--- config.mk ---
export PLATFORM = sky130hd
export DESIGN_NAME = ctis_top
export DESIGN_NICKNAME = d
export VERILOG_FILES = /design/src/common/ctis_pkg.sv /design/src/ctis_top.sv
export SDC_FILE = /design/constraint.sdc
export NUM_CORES = 1
export LEC_CHECK = 0
export ABC_AREA = 1
export BUFFER_PORTS_ARGS = -buffer_cell sky130_fd_sc_hd__buf_2
export CORE_UTILIZATION = 45
export CTS_BUF_LIST = sky130_fd_sc_hd__clkbuf_4 sky130_fd_sc_hd__clkbuf_8 sky130_fd_sc_hd__clkbuf_16
export CTS_CLUSTER_DIAMETER = 30
export DETAILED_ROUTE_END_ITERATION = 7
export SETUP_SLACK_MARGIN = 0.15
export SLEW_MARGIN = 0
export SYNTH_ARGS = -nofsm -noshare
export SYNTH_HDL_FRONTEND = slang
export SYNTH_SLANG_ARGS = --single-unit
--- constraint.sdc ---
create_clock -name mclk_in -period 2.3 [get_ports mclk_in]
set_clock_uncertainty 0.15 [all_clocks]
set_input_delay 0.115 -clock mclk_in [delete_from_list [all_inputs] [get_ports mclk_in]]
set_output_delay 0.115 -clock mclk_in [all_outputs]
set_load 0.05 [all_outputs]
--- src/common/ctis_pkg.sv ---
package ctis_pkg;

  // ****************************************************************
  // Register offsets (A3..A0)
  // ****************************************************************
  localparam logic [3:0] CTIS_OFS_AUX_CTRL = 4'h4;
  localparam logic [3:0] CTIS_OFS_INPUT_CHANGE = 4'h4;
  localparam logic [3:0] CTIS_OFS_STATUS_MASK = 4'h5;
  localparam logic [3:0] CTIS_OFS_COUNT_UPPER = 4'h6;
  localparam logic [3:0] CTIS_OFS_COUNT_LOWER = 4'h7;
  localparam logic [3:0] CTIS_OFS_VECTOR = 4'hc;
  localparam logic [3:0] CTIS_OFS_OUT_SELECT = 4'hd;
  localparam logic [3:0] CTIS_OFS_START = 4'he;
  localparam logic [3:0] CTIS_OFS_STOP = 4'hf;

  // ****************************************************************
  // Reset values and field positions
  // ****************************************************************
  localparam logic [7:0] CTIS_STATUS_RESET = 8'h00;
  localparam logic [7:0] CTIS_VECTOR_RESET = 8'h0f;
  localparam logic [7:0] CTIS_AUX_RESET = 8'h00;
  localparam logic [7:0] CTIS_MASK_RESET = 8'h00;
  localparam logic [15:0] CTIS_PRESET_RESET = 16'h0002;
  localparam logic [7:0] CTIS_STATUS_USED = 8'h8f;
  localparam int CTIS_BIT_INPUT_CHANGE = 7;
  localparam int CTIS_BIT_COUNTER_READY = 3;
  localparam int CTIS_BIT_BREAK = 2;
  localparam int CTIS_BIT_RX = 1;
  localparam int CTIS_BIT_TX = 0;
  localparam logic [1:0] CTIS_OP3_SEL_TIMER = 2'h1;
  localparam logic [3:0] CTIS_PRESCALE_LAST = 4'hf;

  // ****************************************************************
  // Mode and clock source field
  // ****************************************************************
  typedef enum logic [2:0] {
    CTIS_CNT_EXT = 3'h0,
    CTIS_CNT_TX1X = 3'h1,
    CTIS_RESERVED = 3'h2,
    CTIS_CNT_XTAL16 = 3'h3,
    CTIS_TMR_EXT = 3'h4,
    CTIS_TMR_EXT16 = 3'h5,
    CTIS_TMR_XTAL = 3'h6,
    CTIS_TMR_XTAL16 = 3'h7
  } ctis_mode_e;

  // Host bus request
  typedef struct packed {
    logic rd;
    logic wr;
    logic [3:0] addr;
    logic [7:0] wdata;
  } ctis_bus_s;

  // Status sources from receiver and transmitter
  typedef struct packed {
    logic break_event;
    logic break_reset_cmd;
    logic rx_level;
    logic tx_level;
  } ctis_src_s;

endpackage : ctis_pkg

--- src/ctis_top.sv ---
`timescale 1ns/1ps
module ctis_top (
  input wire logic mclk_in,
  input wire logic rst_n_in,
  input wire ctis_pkg::ctis_bus_s bus_in,
  input wire logic interrupt_acknowledge_n_in,
  input wire logic [3:0] input_pins_in,
  input wire logic tx_clock_1x_in,
  input wire ctis_pkg::ctis_src_s src_in,
  output logic [7:0] rdata_out,
  output logic interrupt_request_n_out,
  output logic timer_output_pin_out,
  output logic timer_output_pin_oe_out
);
  import ctis_pkg::*;

  // ****************************************************************
  // Pin synchronisers and edge detection
  // ****************************************************************
  logic [3:0] pin_meta_q;
  logic [3:0] pin_sync_q;
  logic [3:0] pin_prev_q;
  logic [3:0] pin_change;
  logic [1:0] tx_clk_sync_q;
  logic tx_clk_prev_q;

  // Two flops per asynchronous input, then a history flop
  always_ff @(posedge mclk_in or negedge rst_n_in) begin
    if (!rst_n_in) begin
      pin_meta_q <= 4'h0;
      pin_sync_q <= 4'h0;
      pin_prev_q <= 4'h0;
      tx_clk_sync_q <= 2'h0;
      tx_clk_prev_q <= 1'b0;
    end else begin
      pin_meta_q <= input_pins_in;
      pin_sync_q <= pin_meta_q;
      pin_prev_q <= pin_sync_q;
      tx_clk_sync_q <= {tx_clk_sync_q[0], tx_clock_1x_in};
      tx_clk_prev_q <= tx_clk_sync_q[1];
    end
  end

  assign pin_change = pin_sync_q ^ pin_prev_q;

  // ****************************************************************
  // Bus decode
  // ****************************************************************
  logic rd_change;
  logic rd_start;
  logic rd_stop;
  logic wr_aux;
  logic wr_mask;
  logic wr_upper;
  logic wr_lower;
  logic wr_vector;
  logic wr_outsel;

  assign rd_change = bus_in.rd && bus_in.addr == CTIS_OFS_INPUT_CHANGE;
  assign rd_start = bus_in.rd && bus_in.addr == CTIS_OFS_START;
  assign rd_stop = bus_in.rd && bus_in.addr == CTIS_OFS_STOP;
  assign wr_aux = bus_in.wr && bus_in.addr == CTIS_OFS_AUX_CTRL;
  assign wr_mask = bus_in.wr && bus_in.addr == CTIS_OFS_STATUS_MASK;
  assign wr_upper = bus_in.wr && bus_in.addr == CTIS_OFS_COUNT_UPPER;
  assign wr_lower = bus_in.wr && bus_in.addr == CTIS_OFS_COUNT_LOWER;
  assign wr_vector = bus_in.wr && bus_in.addr == CTIS_OFS_VECTOR;
  assign wr_outsel = bus_in.wr && bus_in.addr == CTIS_OFS_OUT_SELECT;

  // ****************************************************************
  // Control registers
  // ****************************************************************
  logic [7:0] auxiliary_control_q;
  logic [7:0] interrupt_mask_q;
  logic [15:0] preset_q;
  logic [7:0] vector_or_scratch_q;
  logic [1:0] op3_select_q;
  ctis_mode_e mode;

  // Software-written configuration
  always_ff @(posedge mclk_in or negedge rst_n_in) begin
    if (!rst_n_in) begin
      auxiliary_control_q <= CTIS_AUX_RESET;
      interrupt_mask_q <= CTIS_MASK_RESET;
      preset_q <= CTIS_PRESET_RESET;
      vector_or_scratch_q <= CTIS_VECTOR_RESET;
      op3_select_q <= 2'h0;
    end else begin
      if (wr_aux) begin
        auxiliary_control_q <= bus_in.wdata;
      end
      if (wr_mask) begin
        interrupt_mask_q <= bus_in.wdata & CTIS_STATUS_USED;
      end
      if (wr_upper) begin
        preset_q[15:8] <= bus_in.wdata;
      end
      if (wr_lower) begin
        preset_q[7:0] <= bus_in.wdata;
      end
      if (wr_vector) begin
        vector_or_scratch_q <= bus_in.wdata;
      end
      if (wr_outsel) begin
        op3_select_q <= bus_in.wdata[3:2];
      end
    end
  end

  assign mode = ctis_mode_e'(auxiliary_control_q[6:4]);

  // ****************************************************************
  // Counter/timer clock source
  // ****************************************************************
  logic src_edge;
  logic timer_mode;
  logic div16_sel;
  logic [3:0] prescale_q;
  logic tick;

  // Rising edges of the chosen source, optionally divided by 16
  always_comb begin
    src_edge = 1'b0;
    div16_sel = 1'b0;
    case (mode)
      CTIS_CNT_EXT: src_edge = pin_sync_q[2] && !pin_prev_q[2];
      CTIS_CNT_TX1X: src_edge = tx_clk_sync_q[1] && !tx_clk_prev_q;
      CTIS_CNT_XTAL16: begin
        src_edge = 1'b1;
        div16_sel = 1'b1;
      end
      CTIS_TMR_EXT: src_edge = pin_sync_q[2] && !pin_prev_q[2];
      CTIS_TMR_EXT16: begin
        src_edge = pin_sync_q[2] && !pin_prev_q[2];
        div16_sel = 1'b1;
      end
      CTIS_TMR_XTAL: src_edge = 1'b1;
      CTIS_TMR_XTAL16: begin
        src_edge = 1'b1;
        div16_sel = 1'b1;
      end
      default: src_edge = 1'b0;
    endcase
  end

  assign timer_mode = auxiliary_control_q[6];

  // Prescaler restarts with each start so cycles align
  always_ff @(posedge mclk_in or negedge rst_n_in) begin
    if (!rst_n_in) begin
      prescale_q <= 4'h0;
    end else if (rd_start) begin
      prescale_q <= 4'h0;
    end else if (src_edge) begin
      prescale_q <= prescale_q + 4'h1;
    end
  end

  assign tick = src_edge && (!div16_sel || prescale_q == CTIS_PRESCALE_LAST);

  // ****************************************************************
  // Counter/timer core
  // ****************************************************************
  typedef enum logic [1:0] {
    CTIS_IDLE = 2'b01,
    CTIS_RUN = 2'b10
  } ctis_state_e;

  ctis_state_e state_q;
  logic [15:0] count_q;
  logic wave_q;
  logic ready_set;
  logic terminal;

  assign terminal = count_q == 16'h0001;

  // Start reloads; timer reloads each half-period; counter wraps freely
  always_ff @(posedge mclk_in or negedge rst_n_in) begin
    if (!rst_n_in) begin
      state_q <= CTIS_IDLE;
      count_q <= 16'h0000;
      wave_q <= 1'b1;
      ready_set <= 1'b0;
    end else begin
      ready_set <= 1'b0;
      case (state_q)
        CTIS_IDLE: begin
          if (rd_start) begin
            state_q <= CTIS_RUN;
            count_q <= preset_q;
            wave_q <= 1'b1;
          end
        end
        CTIS_RUN: begin
          if (rd_start) begin
            count_q <= preset_q;
            wave_q <= 1'b1;
          end else if (timer_mode) begin
            if (tick && terminal) begin
              count_q <= preset_q;
              wave_q <= !wave_q;
              ready_set <= !wave_q;
            end else if (tick) begin
              count_q <= count_q - 16'h0001;
            end
          end else begin
            if (rd_stop) begin
              state_q <= CTIS_IDLE;
              wave_q <= 1'b1;
            end else if (tick) begin
              count_q <= count_q - 16'h0001;
              if (terminal) begin
                wave_q <= 1'b0;
                ready_set <= 1'b1;
              end
            end
          end
        end
        default: state_q <= CTIS_IDLE;
      endcase
    end
  end

  // ****************************************************************
  // Input change and interrupt status
  // ****************************************************************
  logic [3:0] change_q;
  logic [7:0] interrupt_status_q;
  logic input_event;

  assign input_event = |(pin_change & auxiliary_control_q[3:0]);

  // Change flags: a change in the read cycle survives
  always_ff @(posedge mclk_in or negedge rst_n_in) begin
    if (!rst_n_in) begin
      change_q <= 4'h0;
    end else begin
      change_q <= (rd_change ? 4'h0 : change_q) | pin_change;
    end
  end

  // Status bits 7, 3 and 2 are sticky, set wins over clear; RX and TX bits follow their levels
  always_ff @(posedge mclk_in or negedge rst_n_in) begin
    if (!rst_n_in) begin
      interrupt_status_q <= CTIS_STATUS_RESET;
    end else begin
      interrupt_status_q[CTIS_BIT_INPUT_CHANGE] <=
        (interrupt_status_q[CTIS_BIT_INPUT_CHANGE] && !rd_change) || input_event;
      interrupt_status_q[6:4] <= 3'h0;
      interrupt_status_q[CTIS_BIT_COUNTER_READY] <=
        (interrupt_status_q[CTIS_BIT_COUNTER_READY] && !rd_stop) || ready_set;
      interrupt_status_q[CTIS_BIT_BREAK] <=
        (interrupt_status_q[CTIS_BIT_BREAK] && !src_in.break_reset_cmd) || src_in.break_event;
      interrupt_status_q[CTIS_BIT_RX] <= src_in.rx_level;
      interrupt_status_q[CTIS_BIT_TX] <= src_in.tx_level;
    end
  end

  // ****************************************************************
  // Outputs
  // ****************************************************************
  logic timer_pin_sel;
  assign timer_pin_sel = op3_select_q == CTIS_OP3_SEL_TIMER;

  // Interrupt line and open-drain timer pin
  always_ff @(posedge mclk_in or negedge rst_n_in) begin
    if (!rst_n_in) begin
      interrupt_request_n_out <= 1'b1;
      timer_output_pin_out <= 1'b0;
      timer_output_pin_oe_out <= 1'b0;
    end else begin
      interrupt_request_n_out <= !(|(interrupt_status_q & interrupt_mask_q));
      timer_output_pin_out <= 1'b0;
      timer_output_pin_oe_out <= timer_pin_sel && !wave_q;
    end
  end

  // Read data: acknowledge takes priority and returns the vector
  always_ff @(posedge mclk_in or negedge rst_n_in) begin
    if (!rst_n_in) begin
      rdata_out <= 8'h00;
    end else if (!interrupt_acknowledge_n_in) begin
      rdata_out <= vector_or_scratch_q;
    end else if (bus_in.rd) begin
      case (bus_in.addr)
        CTIS_OFS_INPUT_CHANGE: rdata_out <= {change_q, pin_sync_q};
        CTIS_OFS_STATUS_MASK: rdata_out <= interrupt_status_q;
        CTIS_OFS_COUNT_UPPER: rdata_out <= count_q[15:8];
        CTIS_OFS_COUNT_LOWER: rdata_out <= count_q[7:0];
        CTIS_OFS_VECTOR: rdata_out <= vector_or_scratch_q;
        default: rdata_out <= 8'h00;
      endcase
    end else begin
      rdata_out <= 8'h00;
    end
  end

  // ****************************************************************
  // Checks
  // ****************************************************************
  a_irq_follows_mask: assert property (@(posedge mclk_in) disable iff (!rst_n_in)
    ##1 (interrupt_request_n_out == !(|($past(interrupt_status_q) & $past(interrupt_mask_q)))))
    else $error("interrupt line disagrees with status and mask");
  a_change_clears_status: assert property (@(posedge mclk_in) disable iff (!rst_n_in)
    (rd_change && !input_event) |=> !interrupt_status_q[CTIS_BIT_INPUT_CHANGE])
    else $error("input change status not cleared by read");
  a_change_latches: assert property (@(posedge mclk_in) disable iff (!rst_n_in)
    (pin_change != 4'h0) |=> ((change_q & $past(pin_change)) == $past(pin_change)))
    else $error("pin change not latched");
  a_unused_zero: assert property (@(posedge mclk_in) disable iff (!rst_n_in)
    interrupt_status_q[6:4] == 3'h0)
    else $error("unused status bits set");
  a_stop_clears_ready: assert property (@(posedge mclk_in) disable iff (!rst_n_in)
    (rd_stop && !ready_set) |=> !interrupt_status_q[CTIS_BIT_COUNTER_READY])
    else $error("stop did not clear counter ready");
  a_start_reloads: assert property (@(posedge mclk_in) disable iff (!rst_n_in)
    rd_start |=> (count_q == $past(preset_q) && state_q == CTIS_RUN))
    else $error("start did not reload preset");
  a_break_sticky: assert property (@(posedge mclk_in) disable iff (!rst_n_in)
    (interrupt_status_q[CTIS_BIT_BREAK] && !src_in.break_reset_cmd) |=> interrupt_status_q[CTIS_BIT_BREAK])
    else $error("break change lost without command");
  a_vector_on_ack: assert property (@(posedge mclk_in) disable iff (!rst_n_in)
    !interrupt_acknowledge_n_in |=> rdata_out == $past(vector_or_scratch_q))
    else $error("vector not returned on acknowledge");
  a_counter_stop_high: assert property (@(posedge mclk_in) disable iff (!rst_n_in)
    (rd_stop && !timer_mode && state_q == CTIS_RUN) |=> ##1 !timer_output_pin_oe_out)
    else $error("timer pin not released after stop");
  a_live_levels: assert property (@(posedge mclk_in) disable iff (!rst_n_in)
    (rd_change && interrupt_acknowledge_n_in) |=> rdata_out[3:0] == $past(pin_sync_q))
    else $error("input change read lost live pin levels");
  a_summary_needs_enable: assert property (@(posedge mclk_in) disable iff (!rst_n_in)
    (!input_event && !interrupt_status_q[CTIS_BIT_INPUT_CHANGE]) |=> !interrupt_status_q[CTIS_BIT_INPUT_CHANGE])
    else $error("input change status set without enabled change");
  a_idle_no_ready: assert property (@(posedge mclk_in) disable iff (!rst_n_in)
    (state_q == CTIS_IDLE) |=> !ready_set)
    else $error("counter ready raised while idle");
  a_timer_reload: assert property (@(posedge mclk_in) disable iff (!rst_n_in)
    (timer_mode && state_q == CTIS_RUN && !rd_start && tick && terminal) |=>
      (count_q == $past(preset_q) && wave_q != $past(wave_q)))
    else $error("timer half-period did not reload and toggle");
  a_counter_terminal: assert property (@(posedge mclk_in) disable iff (!rst_n_in)
    (!timer_mode && state_q == CTIS_RUN && !rd_start && !rd_stop && tick && terminal) |=>
      (count_q == 16'h0000 && !wave_q && ready_set))
    else $error("counter terminal count not flagged");
  a_counter_holds: assert property (@(posedge mclk_in) disable iff (!rst_n_in)
    (!timer_mode && !rd_start && !tick) |=> count_q == $past(count_q))
    else $error("counter value moved without a tick or start");

endmodule : ctis_top

==> Word level (Yosys, flattened, before mapping) <==
Cells that the tools add are included.
{ "totals": {"register_bits": 96, "n_memories": 0, "output_inout_bits": 11, "mem_bits_ro": 0, "latchBits": 0, "ramBits": 0} }
{ "op_classes": {"shifts": 0, "n_reduce_logical": 40, "magnitude_cmp": 0, "bitwise": 4, "muxes": 35, "div": 0, "n_eq_ne": 27, "n_addsub": 2, "n_mul": 0} }
{ "ops": {"columns": ["op", "n"], "rows": [
  ["16-bit two-way mux", 6],
  ["8-bit case mux with 5 select lines", 1],
  ["16-bit case mux with 2 select lines", 1],
  ["4-bit == test, second input constant", 5],
  ["1-bit logical AND", 17],
  ["16-bit by 1-bit == test with 1-bit output, second input constant", 1],
  ["4-bit by 3-bit == test with 1-bit output, second input constant", 4],
  ["8-bit two-way mux", 2],
  ["16-bit by 1-bit subtractor with 16-bit output, second input constant", 1],
  ["1-bit two-way mux", 15],
  ["3-bit == test, second input constant", 4],
  ["4-bit two-way mux", 3],
  ["5-bit != test, second input constant", 2],
  ["3-bit OR reduction", 3],
  ["8-bit bitwise AND", 1],
  ["1-bit logical NOT", 8],
  ["2-bit two-way mux", 4],
  ["2-bit != test, second input constant", 4],
  ["4-bit != test, second input constant", 2],
  ["8-bit OR reduction", 1],
  ["5-bit AND reduction", 1],
  ["4-bit by 1-bit adder with 4-bit output, second input constant", 1],
  ["4-bit bitwise AND", 1],
  ["2-bit by 1-bit == test with 1-bit output, second input constant", 2],
  ["other kinds (14)", 18]
]} }

==> Longest topological paths before layout <==
Gate-level depths: netlist of the first run.
{ "logic_depth": {"depth_word": 11, "mapped_depth": 13, "ltp_nobuf": 13} }

==> Worst setup path after synthesis of the first run <==
No wires, ideal clock.
{ "synth_path": {"path_type": "reg-to-reg", "from": "register count_q[1]", "to": "register count_q[0]", "setup_ps": 124, "slack_ps": 550, "arrival_time_ps": 1476, "n_path_buf": 1, "stages_incl_launch_ff": 13, "path_cell_list": "dfrtp_1 > inv_1 > ha_1 > nand2_1 > nor2_1 > nand2_1 > nor2_1 > nand4_2 > nand2_2 > buf_6 > nand2_1 > nand3_1 > o21ai_1"} }
{ "synth_between": {"elab_chain_cells": 6} }
{ "synth_lines": {"columns": ["element", "line_no", "source"], "rows": [
  ["start: declaration", "ctis_top.sv:169", "logic [15:0] count_q;"],
  ["start signal: assignment", "ctis_top.sv:189", "count_q <= preset_q;"],
  ["start signal: assignment", "ctis_top.sv:195", "count_q <= preset_q;"],
  ["start signal: assignment", "ctis_top.sv:199", "count_q <= preset_q;"],
  ["16-bit by 1-bit == test with 1-bit output", "ctis_top.sv:174", "assign terminal = count_q == 16'h0001;"],
  ["1-bit logical AND", "ctis_top.sv:198", "if (tick && terminal) begin"],
  ["16-bit two-way mux", "ctis_top.sv:198", null],
  ["16-bit two-way mux", "ctis_top.sv:197", "end else if (timer_mode) begin"],
  ["16-bit two-way mux", "ctis_top.sv:194", "if (rd_start) begin"],
  ["16-bit case mux with 2 select lines", "ctis_top.sv:185", "case (state_q)"]
]} }
Every way passes these cells.
A chain may end at the register's enable or synchronous reset.

==> Final worst setup path of the first run <==
{ "layout_path": {"from": "register count_q[1]", "to": "register count_q[9]"} }
{ "layout_between": {"elab_chain_cells": 6} }
{ "layout_lines": {"columns": ["element", "line_no"], "rows": [
  ["16-bit by 1-bit subtractor with 16-bit output / 16-bit by 1-bit == test with 1-bit output (equally long branches)", "ctis_top.sv:203, ctis_top.sv:210, ctis_top.sv:174"],
  ["16-bit two-way mux / 1-bit logical AND (equally long branches)", "ctis_top.sv:202, ctis_top.sv:209, ctis_top.sv:198"],
  ["16-bit two-way mux, on equally long branches", "ctis_top.sv:206, ctis_top.sv:198"],
  ["16-bit two-way mux *", "ctis_top.sv:197"],
  ["16-bit two-way mux *", "ctis_top.sv:194"],
  ["16-bit case mux with 2 select lines *", "ctis_top.sv:185"]
]} }
Mark *: on every way between the ends. The rest lies on a longest branch, timed or not. The select of a mux whose other input is x is not followed.

==> results of run 1 <==
[flip-flops by register name (all words and copies together), names as in the netlist, 2 cells and up]
| name | cells |
|---|---|
| pin_sync_q | 4 |
| vector_or_scratch_q | 8 |
| auxiliary_control_q | 7 |
| interrupt_status_q | 5 |
| rdata_out | 8 |
| op3_select_q | 2 |
| change_q | 4 |
| preset_q | 16 |
| tx_clk_sync_q | 2 |
| state_q | 2 |
| pin_meta_q | 4 |
| pin_prev_q | 4 |
| prescale_q | 4 |
| count_q | 16 |
| interrupt_mask_q | 5 |
[layer usage]
layer  wire [um]  GRT usage (%)
met5           0              0
met1        5850           34.2
met3         796           4.45
met2        5800           39.1
met4         247           9.26
[cells in the final DEF, fill, tap and decap left out, drive strengths merged, types with 2 or more instances in the layout]
| cell type | count |
|---|---|
| dfrtp | 88 |
| a21oi | 9 |
| clkinv | 3 |
| o21ai | 65 |
| nand4 | 11 |
| nor2 | 59 |
| dfstp | 8 |
| nand3 | 43 |
| clkbuf | 10 |
| inv | 82 |
| dlygate4sd3 | 16 |
| o22ai | 6 |
| a221oi | 4 |
| a22o | 2 |
| o21bai | 3 |
| ha | 6 |
| xor2 | 6 |
| a211oi | 4 |
| xnor2 | 3 |
| buf | 45 |
| nand2 | 194 |
[layout make-up]
| class | instances | area share [%] |
|---|---|---|
| sequential | 96 | 43.7 |
| multi-input combinational | 420 | 36.8 |
| timing repair buffer | 61 | 7.71 |
| inverter | 79 | 5.37 |
| tap | 136 | 3.08 |
| clock buffer | 10 | 2.49 |
| clock inverter | 6 | 0.884 |
[metrics by stage]
step / hold slack, ns / util, %
floorplan: -0.331 / -
CTS: 0.00585 / 53.4
finish: 0.0130 / 53.5
detailed placement: -0.0653 / 50.1
global route: 0.0254 / 53.5
global placement: -0.0712 / 50.1
[worst register-to-register path, stage by stage, from the launching register on]
cell     delay, ns
dfrtp_1       0.41
inv_1         0.12
ha_1          0.19
nand2_1       0.06
nor2_1        0.10
nand2_1       0.05
nor2_1        0.15
nand4_2       0.17
nand2_4       0.22
nand2_1       0.13
nand3_1       0.10
nand2_1       0.05
inv_1         0.05
[timing repair]
| action | in CTS | in global routing |
|---|---|---|
| resized for setup | 0 | 1 |
| endpoints found under the hold margin | 113 | 0 |
| hold buffers | 16 | 0 |
| endpoints found under the setup margin | 0 | 16 |
[worst max path at each step]
stage / startpoint / endpoint / slack [ns] / cells after the start
final: count_q[1]$_DFFE_PN0P_ / count_q[9]$_DFFE_PN0P_ / 0.29 / 12
after global routing: count_q[1]$_DFFE_PN0P_ / count_q[9]$_DFFE_PN0P_ / 0.18 / 12
after CTS: count_q[1]$_DFFE_PN0P_ / count_q[9]$_DFFE_PN0P_ / 0.23 / 12
after detailed placement: count_q[1]$_DFFE_PN0P_ / count_q[9]$_DFFE_PN0P_ / 0.26 / 12
after global placement: count_q[1]$_DFFE_PN0P_ / count_q[9]$_DFFE_PN0P_ / 0.27 / 12
after floorplan: count_q[1]$_DFFE_PN0P_ / count_q[0]$_DFFE_PN0P_ / 0.55 / 12
[cells by family after synthesis]
group	count (synthesis)	share of synthesized area, %
compound gates	95	11.5
xor+xnor	9	1.64
fa+ha+maj	6	1.56
buf+inv	92	7.73
flops	96	50.2
other cells	1	0.0780
simple gates	309	27.3
[power by group through the flow]
stage	Clock [mW]	Sequential, mW	Combinational, mW
6_report	1.07	2.44	2.36
5_1_grt	1.16	2.49	2.70
4_1_cts	1.11	2.44	2.35
3_5_place_dp	0	2.47	2.31
3_3_place_gp	0	2.46	2.29
2_1_floorplan	0	2.44	1.70
==> flow_summary.json, run 1 <==
{
  "worstPathMaxFanout": 16,
  "grt_remaining_overflow": 0,
  "cts_buffers": 9,
  "port_buffers": 35,
  "fmax_ghz": 0.498,
  "hold_start": "bus_in[2]",
  "final_antenna_net_count": 0,
  "routed-via-count": 4190,
  "synth_most_common_cell": "nand2_1",
  "grt_setup_unrepaired": "no",
  "syn_to_final_growth_pct": 14.8,
  "finalWorstSetupSlack_ns": 0.290,
  "finalMaxSlewViolations": 0,
  "multi_input_area_um2": 2030,
  "min_path_cells": 3,
  "first_pass_iters": 7,
  "dp_hpwl_um": 9340,
  "p_per_area_nw_per_um2": 1060,
  "min_to": "auxiliary_control_q[2]$_DFFE_PN0P_",
  "vdd_drop_max_v": 0.000512,
  "die_w_um": 105,
  "nets": 699,
  "async_reset_ff_share_pct": 100,
  "internal_power_mw": 3.33,
  "seq_area_um2": 2410,
  "h-tree-depth": 3,
  "tns_ns": 0,
  "path_delay_family": "simple AND/OR/NAND/NOR gates",
  "rows": 37,
  "dp.cells": 776,
  "fin_crit_sh_pct": 87.4,
  "synth_edf_count": 0,
  "wire_per_inst_um": 15.7,
  "seqPwrFrac_pct": 41.6,
  "wl_um": 12700,
  "drc": 0,
  "track_usage_pct": 24.8,
  "cp.arrival_ns": 2.19,
  "dpl_worst_slack_ns": 0.257,
  "worstSetupStartpointType": "register",
  "final-hold-violation-count": 0,
  "synthTopCellsByCount": "192 x nand2_1, 88 x dfrtp_1, 69 x inv_1",
  "power_mw": 5.87,
  "clk_pin_slew_worst_paths_ns": 0.10,
  "crit_chain": "inv_1 -> ha_1 -> nand2_1 -> nor2_1 -> nand2_1 -> nor2_1 -> nand4_2 -> nand2_4 -> nand2_1 -> nand3_1 -> nand2_1 -> inv_1",
  "power_switching_mw": 2.54,
  "ff2ff_setup_slack_ns": 0.29,
  "synth_top_area_share_pct": 45.8,
  "cts.path.max_buffers": 2,
  "fp.dieH_um": 105,
  "synth_nets": 640,
  "yosysTopAreaCell": "dfrtp_1",
  "cts.sinks": 96,
  "synth.ff_latch_count": 96,
  "r2r_start": "count_q[1]$_DFFE_PN0P_",
  "ctsRootBufferMaster": "clkbuf_8",
  "grt_max_degree": 34,
  "hold_class": "in2reg",
  "synth_area_per_cell_um2": 7.91,
  "cpMaxStageDelayCell": "dfrtp_1",
  "stdcell_area_um2": 5520,
  "grt_pass1_vias": 4054,
  "insertion_delay_ns": 0.38,
  "diodes": 0,
  "cp_slowest_stage_delay_ns": 0.41,
  "syn_area_um2": 4810,
  "place_congestion": 0.918,
  "finalCriticalPeriod_ns": 2.01,
  "initialDrtViolationCount": 258,
  "vias_per_cell": 5.19,
  "reg2reg_depth": 12,
  "synth_warnings": 0,
  "antenna_found_initial": 0,
  "pwr-share-clk_pct": 18.2,
  "maxSlewHeadroom_pct": 56.5,
  "cp.required_ns": 2.48,
  "core_area_um2": 10300,
  "synth.area.top_cells": "dfrtp_1 46%, nand2_1 15%, inv_1 5.4%",
  "setup_viol": 0,
  "tritoncts": "built",
  "nFillCells": 984,
  "critPathKind": "reg2reg",
  "status": "complete, no violations",
  "drive_gt1_share_pct": 14.0,
  "worst_setup_path_end_kind": "register",
  "initial_core_util_pct": 46.6,
  "grt_pass1_wl_um": 20700,
  "combPwrFrac_pct": 40.2,
  "p_leak_nw": 2.82,
  "worst_slew_pin_slew_ns": 0.651,
  "crit_buf_inv": 2,
  "ys_seq_area_share_pct": 50.2,
  "maxCapViolations": 0,
  "yosysUniqueCellTypes": 35,
  "layout.cells.non_filler": 808,
  "die-area_um2": 11100,
  "p_sw_share_pct": 43.3,
  "post_cts_buffers": 0,
  "cpMostUsedCell": "nand2_1",
  "dpl_cell_area_um2": 5170,
  "io_pins": 37,
  "synth-main-ff-cell": "dfrtp_1",
  "synthCells": 608,
  "r2r-end": "count_q[9]$_DFFE_PN0P_"
}
Power figures use the tool's default switching activity.
==> run 2: changes to the inputs <==
--- a/config.mk
+++ b/config.mk
@@ -5,8 +5,9 @@
 export SDC_FILE = /design/constraint.sdc
 export NUM_CORES = 1
 export LEC_CHECK = 0
-export ABC_AREA = 1
+export ABC_AREA = 0
 export BUFFER_PORTS_ARGS = -buffer_cell sky130_fd_sc_hd__buf_2
+export CAP_MARGIN = 20
 export CORE_UTILIZATION = 45
 export CTS_BUF_LIST = sky130_fd_sc_hd__clkbuf_4 sky130_fd_sc_hd__clkbuf_8 sky130_fd_sc_hd__clkbuf_16
 export CTS_CLUSTER_DIAMETER = 30
==> flow_summary.json, run 2 <==
{
  "status": "complete, no violations",
  "routed-via-count": 3425,
  "synth_area_per_cell_um2": 12.0,
  "p_leak_nw": 2.55,
  "grt_pass1_wl_um": 18000,
  "min_path_cells": 3,
  "synth_top_area_share_pct": 49.2,
  "setup_viol": 0,
  "track_usage_pct": 24.3,
  "final_cell_mix": "88 x dfrtp_1, 52 x buf_4, 38 x mux2_2",
  "power_switching_mw": 2.06,
  "initialDrtViolationCount": 181,
  "io_pins": 37,
  "insertion_delay_ns": 0.38,
  "fin_util_pct": 60.1,
  "syn_to_final_growth_pct": 30.1,
  "critPathKind": "reg2reg",
  "synthCells": 374,
  "syn_area_um2": 4470,
  "wl_um": 11700,
  "grt_max_degree": 48,
  "die_w_um": 102,
  "synth.area.top_cells": "dfrtp_1 49%, mux2_2 9.8%, dfstp_2 4.7%",
  "power_mw": 5.83,
  "cts.sinks": 96,
  "final-hold-violation-count": 0,
  "drive_gt1_share_pct": 40.0,
  "grt_setup_unrepaired": "yes",
  "async_reset_ff_share_pct": 100,
  "combPwrFrac_pct": 39.5,
  "pwr-share-clk_pct": 19.4,
  "ys_seq_area_share_pct": 53.9,
  "worst_slew_pin_slew_ns": 0.646,
  "yosysTopAreaCell": "dfrtp_1",
  "dp_hpwl_um": 7950,
  "worstSetupStartpointType": "register",
  "p_sw_share_pct": 35.3,
  "worstPathMaxFanout": 6,
  "diodes": 0,
  "fp.dieH_um": 102,
  "reg2reg_depth": 9,
  "min_to": "change_q[0]$_DFF_PN0_",
  "grt_remaining_overflow": 0,
  "ff2ff_setup_slack_ns": 0.007,
  "seqPwrFrac_pct": 41.1,
  "maxCapViolations": 0,
  "cts_buffers": 9,
  "synth_nets": 406,
  "maxSlewHeadroom_pct": 56.9,
  "antenna_found_initial": 0,
  "finalMaxSlewViolations": 0,
  "synth.ff_latch_count": 96,
  "largest_registers": "count_q (16), preset_q (16)",
  "port_buffers": 35,
  "h-tree-depth": 3,
  "p_per_area_nw_per_um2": 1000,
  "synthTopCellsByCount": "88 x dfrtp_1, 39 x mux2_2, 22 x nand3_1",
  "layout_commonest_cell": "dfrtp_1",
  "clk_pin_slew_worst_paths_ns": 0.09,
  "cp.required_ns": 2.41,
  "wire_per_inst_um": 18.9,
  "r2r_start": "pin_sync_q[2]$_DFF_PN0_",
  "synth_edf_count": 0,
  "worst_setup_path_end_kind": "register",
  "first_pass_iters": 5,
  "tritoncts": "built",
  "synth_warnings": 0,
  "finalCriticalPeriod_ns": 2.29,
  "yosysUniqueCellTypes": 58,
  "nFillCells": 785,
  "critPathLaunch": "pin_sync_q[2]$_DFF_PN0_",
  "final_antenna_net_count": 0,
  "fin_crit_sh_pct": 99.7,
  "grt_pass1_vias": 3343,
  "rows": 36,
  "nets": 512,
  "initial_core_util_pct": 46.2,
  "core_area_um2": 9680,
  "drc": 0,
  "internal_power_mw": 3.78,
  "fmax_ghz": 0.436,
  "cp.arrival_ns": 2.41,
  "hold_start": "bus_in[13]",
  "place_congestion": 0.894,
  "vias_per_cell": 5.54,
  "synth-main-ff-cell": "dfrtp_1",
  "cts.path.max_buffers": 2,
  "r2r-end": "count_q[6]$_DFFE_PN0P_",
  "ctsRootBufferMaster": "clkbuf_8",
  "hold_class": "in2reg",
  "vdd_drop_max_v": 0.000533,
  "die-area_um2": 10300,
  "synth_most_common_cell": "dfrtp_1"
}
## run 2: cell types whose count changed after synthesis, sizes merged, moves of 12 or more
cell / delta
mux2i: +12
mux2: +39
nand2: -178
nand3: -21
nor2: -40
o21ai: -55
inv: -64
## run 2: worst max-delay path by stage
| stage | slack (ns) | end | cells past startpoint |
|---|---|---|---|
| after global routing | -0.09 | count_q[6]$_DFFE_PN0P_ | 8 |
| final | 0.007 | count_q[6]$_DFFE_PN0P_ | 9 |
| after floorplan | 0.13 | count_q[4]$_DFFE_PN0P_ | 7 |
| after CTS | 0.004 | count_q[12]$_DFFE_PN0P_ | 8 |
| after detailed placement | -0.19 | count_q[12]$_DFFE_PN0P_ | 7 |
| after global placement | -0.08 | count_q[3]$_DFFE_PN0P_ | 7 |
## run 2: timing repair
action | CTS | global route
pin swaps | 11 | 13
setup buffers | 11 | 3
resized for setup | 13 | 18
cloned | 1 | 1
endpoints found under the hold margin | 90 | 0
endpoints found under the setup margin | 18 | 18
hold buffers | 18 | 0
## run 2: power groups by stage
stage / Sequential [mW] / Combinational (mW) / Clock [mW]
3_5_place_dp: 2.40 / 1.97 / 0
5_1_grt: 2.44 / 2.48 / 1.25
3_3_place_gp: 2.40 / 1.94 / 0
4_1_cts: 2.38 / 2.17 / 1.17
2_1_floorplan: 2.51 / 1.06 / 0
6_report: 2.40 / 2.31 / 1.13
## run 2: cell families (layout without fill, tap and decap cells)
| logic type | Yosys count | after routing | share of synthesized area (%) |
|---|---|---|---|
| AOI/OAI and AO/OA | 76 | 77 | 13.0 |
| adders and majority gates | 6 | 6 | 1.68 |
| other | 1 | 1 | 0.0839 |
| buffers and inverters | 32 | 142 | 3.16 |
| muxes | 56 | 56 | 15.0 |
| xor gates and xnor gates | 6 | 6 | 1.18 |
| DFF | 96 | 96 | 53.9 |
| and+or+nand+nor | 101 | 101 | 11.9 |
## run 2: area by class of cell
cell class / count / area (um^2) / share of cell area [%]
sequential: 96 / 2410 / 41.5
clock inverter: 4 / 45.0 / 0.774
tap: 133 / 166 / 2.86
multi-input combinational: 247 / 2120 / 36.4
clock buffer: 12 / 153 / 2.62
timing repair buffer: 111 / 868 / 14.9
inverter: 15 / 56.3 / 0.968
## run 2: layer usage
layer  GRT usage [%]  share of wire [%]  up-vias  routed length (um)
li1                -                  -     1587                   -
met1            33.0                 46     1714                5400
met2            37.6                 47      109                5480
met3            6.83                5.3       15                 619
met4            7.80                1.4        0                 158
met5               0                  0        -                   0
## run 2: stage by stage
step | setup slack (ns) | std cells | TNS, ns | hold slack (ns) | area (um^2)
3_3_place_gp | -0.0753 | 568 | -0.532 | 0.0308 | 5110
4_1_cts | 0.00388 | 614 | 0 | 0.0492 | 5680
2_1_floorplan | 0.132 | 374 | 0 | -0.331 | 4520
5_1_grt | -0.0876 | 618 | -0.900 | 0.0631 | 5820
3_5_place_dp | -0.194 | 568 | -2.10 | 0.0323 | 5110
6_report | 0.00750 | 618 | 0 | 0.0594 | 5820
## run 2: critical path, stage by stage, from the launching register on
cell	delay [ns]
dfrtp_1	0.39
ha_1	0.21
mux2_4	0.29
o22ai_4	0.16
a2111oi_4	0.10
buf_4	0.18
a21oi_4	0.20
clkbuf_16	0.20
mux2i_1	0.20
a2bb2oi_1	0.09
